<file path="src/fspc_regs.svh">
`ifndef FSPC_REGS_SVH
`define FSPC_REGS_SVH
`define FSPC_PCL_OFFSET 8'h00
`define FSPC_PCL_WIDTH 8
`define FSPC_PCL_RESET 8'h00
`define FSPC_RESET_VECTOR 10'h000
`define FSPC_INT_VECTOR 10'h004
`define FSPC_DUMMY_WORD 16'h0000
`define FSPC_READ_NONE 8'h00
`endif

</file>
<file path="src/fspc_pkg.sv">
package fspc_pkg;
  typedef enum logic [1:0] {PH_T1, PH_T2, PH_T3, PH_T4} fspc_phase_t;
  typedef enum logic {CYC_EXEC, CYC_DUMMY} fspc_cyc_t;
endpackage : fspc_pkg

</file>
<file path="src/fspc_phase_if.sv">
`timescale 1ns/1ps
interface fspc_phase_if;
  fspc_pkg::fspc_phase_t phase;
  logic [3:0] onehot;
  modport gen (output phase, output onehot);
  modport use_ph (input phase, input onehot);
endinterface : fspc_phase_if

</file>
<file path="src/fspc_phase_gen.sv">
`timescale 1ns/1ps
module fspc_phase_gen (
  input wire logic clk_sys_in,
  input wire logic sys_rst_in,
  input wire logic clk_en_in,
  fspc_phase_if.gen ph
);
  fspc_pkg::fspc_phase_t phase;
  fspc_pkg::fspc_phase_t next_phase;
  logic [3:0] onehot;
  logic [3:0] next_onehot;

  // four non-overlapping phases, one instruction cycle per lap
  always_comb begin
    case (phase)
      fspc_pkg::PH_T1: next_phase = fspc_pkg::PH_T2;
      fspc_pkg::PH_T2: next_phase = fspc_pkg::PH_T3;
      fspc_pkg::PH_T3: next_phase = fspc_pkg::PH_T4;
      fspc_pkg::PH_T4: next_phase = fspc_pkg::PH_T1;
      default: next_phase = fspc_pkg::PH_T4;
    endcase
    next_onehot = 4'h1 << next_phase;
  end

  // reset parks in the last phase so the first edge opens a fresh cycle
  always_ff @(posedge clk_sys_in) begin
    if (sys_rst_in) begin
      phase <= fspc_pkg::PH_T4;
      onehot <= 4'h8;
    end else if (clk_en_in) begin
      phase <= next_phase;
      onehot <= next_onehot;
    end
  end

  assign ph.phase = phase;
  assign ph.onehot = onehot;
endmodule : fspc_phase_gen

</file>
<file path="src/fspc_top.sv">
`timescale 1ns/1ps
`include "fspc_regs.svh"
module fspc_top #(
  parameter int PC_W = 10,
  parameter int IW = 16,
  parameter int AW = 8,
  parameter int STACK_DEPTH = 4
) (
  input wire logic clk_sys_in,
  input wire logic sys_rst_in,
  input wire logic clk_en_in,
  input wire logic [AW-1:0] reg_addr_in,
  input wire logic [7:0] reg_wdata_in,
  input wire logic reg_wr_in,
  input wire logic reg_rd_in,
  output logic [7:0] reg_rdata_out,
  output logic [PC_W-1:0] mem_addr_out,
  output logic mem_rd_out,
  input wire logic [IW-1:0] mem_data_in,
  input wire logic exec_jump_in,
  input wire logic exec_call_in,
  input wire logic exec_ret_in,
  input wire logic exec_skip_in,
  input wire logic [PC_W-1:0] exec_target_in,
  input wire logic int_req_in,
  output logic int_ack_out,
  output logic [IW-1:0] instr_out,
  output logic instr_valid_out,
  output logic [PC_W-1:0] exec_addr_out,
  output logic [3:0] phase_out
);
  localparam int SPW = (STACK_DEPTH > 1) ? $clog2(STACK_DEPTH) : 1;
  localparam int SCW = $clog2(STACK_DEPTH + 1);

  fspc_phase_if ph ();

  fspc_phase_gen u_phase (
    .clk_sys_in(clk_sys_in),
    .sys_rst_in(sys_rst_in),
    .clk_en_in(clk_en_in),
    .ph(ph)
  );

  logic [PC_W-1:0] pc;
  logic [PC_W-1:0] next_pc;
  logic [PC_W-1:0] next_mem_addr;
  logic next_mem_rd;
  logic [IW-1:0] fetched;
  logic [IW-1:0] next_fetched;
  logic [IW-1:0] next_instr;
  fspc_pkg::fspc_cyc_t cyc;
  fspc_pkg::fspc_cyc_t next_cyc;
  logic [PC_W-1:0] next_exec_addr;
  logic next_int_ack;
  logic pcl_pend;
  logic next_pcl_pend;
  logic [7:0] pcl_data;
  logic [7:0] next_pcl_data;
  logic [7:0] next_rdata;
  logic [PC_W-1:0] stack_mem [STACK_DEPTH];
  logic [SPW-1:0] sp;
  logic [SPW-1:0] next_sp;
  logic [SCW-1:0] depth;
  logic [SCW-1:0] next_depth;
  logic push;
  logic pop;
  logic [PC_W-1:0] push_val;
  logic [PC_W-1:0] target;
  logic redirect;
  logic boundary;
  logic live;
  logic stack_full;
  logic [SPW-1:0] top_idx;
  logic [7:0] pcl_view;
  // no word has been captured since reset until the first phase two passes
  logic fetch_ok;
  logic next_fetch_ok;

  assign boundary = (ph.phase == fspc_pkg::PH_T4);
  // a dummy cycle issues no work: exec and interrupt requests are only honoured on live cycles, a PCL write on any
  assign live = (cyc == fspc_pkg::CYC_EXEC);
  assign stack_full = (depth == SCW'(STACK_DEPTH));
  assign top_idx = sp - SPW'(1);
  // software sees a pending write first, else where execution stands
  assign pcl_view = pcl_pend ? pcl_data : exec_addr_out[7:0];

  // flow control, decided at the end of phase four
  always_comb begin
    target = pc;
    redirect = 1'b0;
    push = 1'b0;
    pop = 1'b0;
    push_val = mem_addr_out;
    next_int_ack = 1'b0;
    if (boundary) begin
      // a full stack holds the interrupt off until a return frees a level
      if (live && int_req_in && !stack_full) begin
        target = `FSPC_INT_VECTOR;
        redirect = 1'b1;
        push = 1'b1;
        next_int_ack = 1'b1;
      end else if (live && exec_ret_in) begin
        target = stack_mem[top_idx];
        redirect = 1'b1;
        pop = 1'b1;
      end else if (live && (exec_jump_in || exec_call_in)) begin
        target = exec_target_in;
        redirect = 1'b1;
        push = exec_call_in;
      end else if (pcl_pend) begin
        target = {pc[PC_W-1:8], pcl_data};
        redirect = 1'b1;
      end else if (live && exec_skip_in) begin
        redirect = 1'b1;
      end
    end
  end

  // counter, fetch and issue
  always_comb begin
    next_pc = pc;
    next_mem_addr = mem_addr_out;
    next_mem_rd = mem_rd_out;
    next_fetched = fetched;
    next_instr = instr_out;
    next_cyc = cyc;
    next_exec_addr = exec_addr_out;
    next_fetch_ok = fetch_ok;
    case (ph.phase)
      fspc_pkg::PH_T1: begin
        next_mem_rd = 1'b0;
      end
      fspc_pkg::PH_T2: begin
        next_fetched = mem_data_in;
        next_fetch_ok = 1'b1;
      end
      fspc_pkg::PH_T3: begin
        next_fetched = fetched;
      end
      fspc_pkg::PH_T4: begin
        next_mem_addr = target;
        next_pc = target + PC_W'(1);
        next_mem_rd = 1'b1;
        next_exec_addr = mem_addr_out;
        // the word fetched last cycle executes over phases one to four
        next_instr = redirect ? `FSPC_DUMMY_WORD : fetched;
        // the lap right after reset has nothing fetched yet, so it stays a dummy
        next_cyc = (redirect || !fetch_ok) ? fspc_pkg::CYC_DUMMY : fspc_pkg::CYC_EXEC;
      end
      default: begin
        next_mem_rd = 1'b0;
      end
    endcase
  end

  // register port; a new write in the consuming cycle is kept
  always_comb begin
    next_pcl_pend = pcl_pend;
    next_pcl_data = pcl_data;
    next_rdata = `FSPC_READ_NONE;
    if (boundary && pcl_pend) begin
      next_pcl_pend = 1'b0;
    end
    if (reg_wr_in && reg_addr_in == `FSPC_PCL_OFFSET) begin
      next_pcl_pend = 1'b1;
      next_pcl_data = reg_wdata_in;
    end
    if (reg_rd_in && reg_addr_in == `FSPC_PCL_OFFSET) begin
      next_rdata = pcl_view;
    end
  end

  // stack pointer; overflow wraps and overwrites the oldest entry
  always_comb begin
    next_sp = sp;
    next_depth = depth;
    if (push) begin
      next_sp = sp + SPW'(1);
      next_depth = stack_full ? depth : depth + SCW'(1);
    end else if (pop) begin
      next_sp = top_idx;
      next_depth = (depth == SCW'(0)) ? depth : depth - SCW'(1);
    end
  end

  genvar gi;
  generate
    for (gi = 0; gi < STACK_DEPTH; gi++) begin : g_stack
      logic [PC_W-1:0] next_entry;
      always_comb begin
        next_entry = stack_mem[gi];
        if (push && sp == SPW'(gi)) begin
          next_entry = push_val;
        end
      end
      always_ff @(posedge clk_sys_in) begin
        if (sys_rst_in) begin
          stack_mem[gi] <= `FSPC_RESET_VECTOR;
        end else if (clk_en_in) begin
          stack_mem[gi] <= next_entry;
        end
      end
    end
  endgenerate

  always_ff @(posedge clk_sys_in) begin
    if (sys_rst_in) begin
      pc <= `FSPC_RESET_VECTOR;
      mem_addr_out <= `FSPC_RESET_VECTOR;
      mem_rd_out <= 1'b0;
      fetched <= `FSPC_DUMMY_WORD;
      instr_out <= `FSPC_DUMMY_WORD;
      cyc <= fspc_pkg::CYC_DUMMY;
      instr_valid_out <= 1'b0;
      fetch_ok <= 1'b0;
      exec_addr_out <= `FSPC_RESET_VECTOR;
      int_ack_out <= 1'b0;
      pcl_pend <= 1'b0;
      pcl_data <= `FSPC_PCL_RESET;
      reg_rdata_out <= `FSPC_READ_NONE;
      sp <= '0;
      depth <= '0;
    end else if (clk_en_in) begin
      pc <= next_pc;
      mem_addr_out <= next_mem_addr;
      mem_rd_out <= next_mem_rd;
      fetched <= next_fetched;
      instr_out <= next_instr;
      cyc <= next_cyc;
      instr_valid_out <= (next_cyc == fspc_pkg::CYC_EXEC);
      fetch_ok <= next_fetch_ok;
      exec_addr_out <= next_exec_addr;
      int_ack_out <= next_int_ack;
      pcl_pend <= next_pcl_pend;
      pcl_data <= next_pcl_data;
      reg_rdata_out <= next_rdata;
      sp <= next_sp;
      depth <= next_depth;
    end
  end

  assign phase_out = ph.onehot;
endmodule : fspc_top

</file>
<file path="config.mk">
export PLATFORM = sky130hd
export DESIGN_NAME = fspc_top
export DESIGN_NICKNAME = d
export VERILOG_FILES = /design/src/fspc_pkg.sv /design/src/fspc_phase_if.sv /design/src/fspc_phase_gen.sv /design/src/fspc_top.sv
export VERILOG_INCLUDE_DIRS = /design/src
export SDC_FILE = /design/constraint.sdc
export NUM_CORES = 1
export LEC_CHECK = 0
export ABC_AREA = 0
export BUFFER_PORTS_ARGS = -buffer_cell sky130_fd_sc_hd__buf_4
export CAP_MARGIN = 0
export CORE_MARGIN = 3
export CORE_UTILIZATION = 25
export DETAILED_ROUTE_END_ITERATION = 8
export GPL_TIMING_DRIVEN = 1
export PLACE_DENSITY_LB_ADDON = 0.05
export SETUP_SLACK_MARGIN = 0.3
export SYNTH_ARGS = -nofsm -noshare
export SYNTH_HDL_FRONTEND = slang
export SYNTH_SLANG_ARGS = --single-unit
</file>
<file path="constraint.sdc">
create_clock -name clk_sys_in -period 4.37 [get_ports clk_sys_in]
set_input_delay 0.6555 -clock clk_sys_in [delete_from_list [all_inputs] [get_ports clk_sys_in]]
set_output_delay 0.6555 -clock clk_sys_in [all_outputs]
set_load 0.01 [all_outputs]
</file>
* Word level (Yosys, flattened, before mapping)
Memories as Yosys holds them, arrays and structs flattened. Index checks and enable logic that the tools add are counted.
Cells by class: $add $sub $neg 5, multiply operators 0, div/mod/pow operators 0, $lt $le $gt $ge 0, equal/unequal tests 13, shift-type cells 1, mux-type cells 48, bitwise gates (word level) 6, reduce and logical (&&, ||, !) cells 34
Operator list (number):
- $mux 10 | 12
- $mux 1 | 24
- $mux 8 | 3
- $reduce_and 2->1 | 10
- $mux 16 | 1
- $logic_and 1x1->1 | 12
- $mux 3 | 4
- $add 10x1->10 const B | 1
- $eq 2x2->1 const B | 4
- $logic_not 8->1 | 1
- $pmux 2 s4 | 1
- $reduce_bool 2->1 | 3
- $eq 2x1->1 const B | 2
- $logic_not 2->1 | 2
- $mux 2 | 2
- $ne 1x1->1 const B | 4
- $ne 2x2->1 const B | 2
- $or 1x1->1 | 4
- $reduce_and 4->1 | 1
- $shl 1x2->4 const A | 1
- $add 3x1->3 const B | 1
- $eq 3x3->1 const B | 1
- $logic_not 3->1 | 1
- $sub 3x1->3 const B | 1
- 6 further kinds | 9
Storage, ports and cells: flip-flop bits (word level) 95, bits in latches 0, RAM bits 40, memory bits (read-only) 0, bits of input ports 52, logic and storage cells 125, memories kept 1
Memories:
- stack_mem | depth 4, bits a word 10, read ports 1, clocked after Yosys merged registers in 0, wr ports 4, RTL line fspc_top.sv:60 | logic [PC_W-1:0] stack_mem [STACK_DEPTH];

* Longest topological paths before layout
word-level depth 12, mapped depth 11

* Hierarchy
A second synthesis with hierarchy kept.
Unflattened totals: cell total of the unflattened synthesis 627, area, all modules 6094.6 µm²
By module, submodules not included:
- fspc_top | instances 1, cells each 600, area each 5814.3 µm², seq. area each 2982.9 µm²
- fspc_phase_gen | instances 1, cells each 27, area each 280.3 µm², seq. area each 120.1 µm²

* Worst setup path before layout
OpenSTA, ideal clock, no wires.
path kind register -> register, start register sp[0], end register pc[9], library setup time 0.091 ns, arrival time 2.737 ns, data required time 4.279 ns, slack 1.542 ns, cell stages (with the launch flop) 12, cell sequence dfxtp_1 buf_6 inv_1 ha_1 buf_2 mux4_1 nor2_1 o41ai_4 and3_2 nand2_2 or4_1 a311oi_1
On the way: longest elaborated chain between the ends 6
RTL lines:
- from (decl) | RTL line fspc_top.sv:61 | logic [SPW-1:0] sp;
- from (signal assigned) | RTL line fspc_top.sv:237 | sp <= next_sp;
- $sub 2x1->2 | RTL line fspc_top.sv:83 | assign top_idx = sp - SPW'(1);
- $mem_v2 4x10
- $mux 10 | RTL line fspc_top.sv:102 | end else if (live && exec_ret_in) begin
- $mux 10 | RTL line fspc_top.sv:97 | if (live && int_req_in && !stack_full) begin
- $mux 10 | RTL line fspc_top.sv:95 | if (boundary) begin
- via target[0] | RTL line fspc_top.sv:68 | logic [PC_W-1:0] target;
- $add 10x1->10 | RTL line fspc_top.sv:142 | next_pc = target + PC_W'(1);
- to (signal assigned) | RTL line fspc_top.sv:208 | pc <= `FSPC_RESET_VECTOR;
- to (signal assigned) | RTL line fspc_top.sv:224 | pc <= next_pc;
- to (decl) | RTL line fspc_top.sv:44 | logic [PC_W-1:0] pc;
The timed path passes the listed nets, and every way through them passes these cells. A chain may end at the register's enable or synchronous reset.

* Final worst setup path
start register sp[1], end register pc[9]
Same word-level chain as after synthesis.

==> flow_summary_export.csv <==
group,metric,value,unit
sta,worst_slew_pin_slew,1130,ps
clocking,clk_pin_slew,60,ps
worst_setup_path,criticalPathCategory,"reg2reg",
sta,timing.hold.ws,452,ps
job,drv_cap,0,
sta,setup_violations,0,
worst_setup_path,crit_path_end_kind,"flop",
worst_setup_path,crit_buf_inv,1,
synthesis,ys_ff_latch,135,
synthesis,yosysTopAreaCell,"dfxtp_1",
synthesis,synth_common_cells,"95 x dfxtp_1, 92 x nand2_1, 68 x nor2_1, 62 x a21oi_1, 42 x and2_1",
grt,grt_max_degree,66,
sta,slew_violations,0,
synthesis,ys_seq_area_share,50.6,%
grt,grt_pass1_wl,29900,um
finish,multi_input_area,2830,um^2
routing,postRouteAntennaNets,0,
worst_setup_path,rrSetupSlack,1240,ps
worst_setup_path,reg2reg_depth,9,
finish,area_growth_syn_to_layout,27.7,%
place,place_congestion,0.751,
clocking,ctsHoldBuffers,0,
synthesis,synth.top_cell.area_share,31.0,%
finish,fillers,2494,
synthesis,synth.cell_area,6140,um^2
grt,grt_pass1_vias,5029,
worst_hold_path,min_from,"instr_out[3]",
floorplanning,dieWidth,163,um
floorplanning,fp.coreArea,23800,um^2
routing,dr.pass1.iters,4,
routing,detail_route.wl_per_cell,18.3,um
power_and_ir_drop,leakage,3.06,nW
routing,wl,19300,um
worst_hold_path,hold_depth,2,
worst_hold_path,whs_endpoint,"instr_out[3]",
worst_setup_path,crit_path_start_kind,"flop",
place,dpl.cell_count,1023,
place,port_buffers,102,
power_and_ir_drop,powerDensity,411,nW/um^2
clocking,h-tree-depth,4,
routing,via_count,4903,
worst_setup_path,crit_family,"simple AND/OR/NAND/NOR gates",
worst_setup_path,crit_cells,9,
synthesis,yosys_warnings,0,
sta,slew_headroom,24.7,%
floorplanning,boundaryPins,103,
routing,drt_iter0_markers,313,
worst_setup_path,crit_chain,"inv_1, ha_1, mux4_1, nor2_1, o41ai_2, and3_2, nand2_2, or4_1, a311oi_1",
sta,worst_clock_skew,9.41,ps
sta,fin_crit_sh,71.6,%
synthesis,postSynthCellCount,633,
worst_hold_path,hold_class,"reg2reg",
synthesis,synth_fp_nets,697,
worst_setup_path,worstPathRequired,4690,ps
finish,num_antenna_cells,0,
routing,drc_errors,0,
synthesis,synthTopCellsByArea,"dfxtp_1 31%, edfxtp_1 20%, nand2_1 5.6%",
clocking,cts_setup_buffers,0,
worst_setup_path,crit_path_max_fanout,11,
worst_setup_path,crit_slowest_cell,"ha_1",
clocking,cts-buffers-inserted,17,
worst_setup_path,rr_endpoint,"pc[9]",
finish,drive_gt1_share,22.7,%
grt,grt_usage,14.9,%
worst_setup_path,timing.rr.start,"sp[1]",
sta,hold_viol,0,
floorplanning,die_h,163,um
grt,antenna_found_initial,0,
status,status,"finished, final reports clean",
synthesis,yosysMostFrequentCell,"dfxtp_1",
worst_setup_path,cp.arrival,3440,ps
synthesis,synth_cell_types,68,
clocking,clk_path_buf_depth,2,
floorplanning,initial_core_util,25.8,%
floorplanning,num_rows,56,
finish,fin_nets,787,
place,dpl.hpwl,13600,um
clocking,clock-root-buffer,"clkbuf_16",
clocking,cts_resized,0,
synthesis,syn-mean-instance-area,9.70,um^2
sta,tns,0,ps
sta,max_freq,0.320,GHz
routing,viasPerCell,4.65,
floorplanning,fp.dieArea,26500,um^2
finish,fin_cells,1055,
sta,rsz0062_at_grt,"no",
clocking,clock_latency,420,ps
power_and_ir_drop,ir_worst_vdd,0.000267,V
finish,regArea,3100,um^2
worst_setup_path,crit_path_max_incr_delay,620,ps
synthesis,synth-main-ff-cell,"dfxtp_1",
synthesis,synth_edf_count,40,
clocking,cts_sinks,135,
grt,grt_overflow,0,
sta,period_minus_slack,3130,ps
synthesis,async_flop_share,0,%
clocking,cts_tree,"yes",
[layout by cell type (no fill, tap or decap), types with 19 or more instances in the layout]
cell / synthesis / layout
nor2_1: 68 / 67
clkbuf_16: 0 / 20
buf_4: 3 / 111
and2_1: 42 / 42
a21oi_1: 62 / 62
mux2i_1: 24 / 24
nand3_1: 19 / 19
dfxtp_1: 95 / 95
nand2_1: 92 / 91
edfxtp_1: 40 / 40
[worst min-delay path, stage by stage (launching register included)]
cell	delay [ps]
dfxtp_1	310
nand2_1	50
a21oi_1	50
[area by class of cell]
| type | instances | area share, % |
|---|---|---|
| Clock buffer | 20 | 6.39 |
| Inverter | 9 | 0.431 |
| Multi-Input combinational cell | 449 | 36.2 |
| Sequential cell | 135 | 39.6 |
| Clock inverter | 12 | 1.68 |
| Timing Repair Buffer | 111 | 10.6 |
| Tap cell | 319 | 5.09 |
[flip-flops by register name, summed over array words and instances (netlist names)]
name               cells
int_ack_out            1
exec_addr_out         10
sp                     2
depth                  3
pc                    10
instr_valid_out        1
reg_rdata_out          8
stack_mem             40
u_phase.ph.onehot      4
fetched               16
mem_addr_out          10
instr_out             16
pcl_data               8
mem_rd_out             1
u_phase.ph.phase       2
fetch_ok               1
pcl_pend               1
cyc                    1
[report_power, final]
part,switching [W],internal [W]
clock,0.000581,0.000948
sequential,0.0000335,0.00133
combinational,0.000197,0.000128
total,0.000812,0.00241
[routing by layer]
metal | track usage [%] | vias to the layer above | share of wire [%]
met4 | 4.15 | 0 | 0.82
li1 | - | 2413 | -
met1 | 20.6 | 2359 | 49
met2 | 23.5 | 116 | 45
met5 | 0 | - | 0
met3 | 3.20 | 15 | 4.6
[cell families (layout without fill, tap and decap cells)]
logic type      count (synthesis)  after routing  synth area share (%)
fa+ha+maj                      12             12                  2.57
mux                            35             35                  8.32
flops                         135            135                  50.6
compound gates                120            120                  12.6
xor+xnor                        7              7                 0.999
simple gates                  275            275                  21.4
buf+inv                        49            152                  3.55
[through the flow]
step	utilization (%)	power (W)	setup slack [ps]	instance area (um^2)
after detailed placement	30.2	0.00172	1220	7200
after global placement	30.2	0.00172	1200	7200
after floorplan	-	0.00158	1540	6140
after CTS	32.9	0.00327	1190	7840
after global routing	32.9	0.00335	967	7840
final	32.9	0.00322	1240	7840
[worst max path at each step]
stage | start | endpoint
6_report | sp[1] | pc[9]
5_1_grt | sp[1] | pc[9]
4_1_cts | sp[1] | pc[9]
3_5_place_dp | exec_call_in | cyc
3_3_place_gp | exec_call_in | cyc
2_1_floorplan | sp[0] | pc[9]
Note: power is estimated with default switching activity, not from simulation.
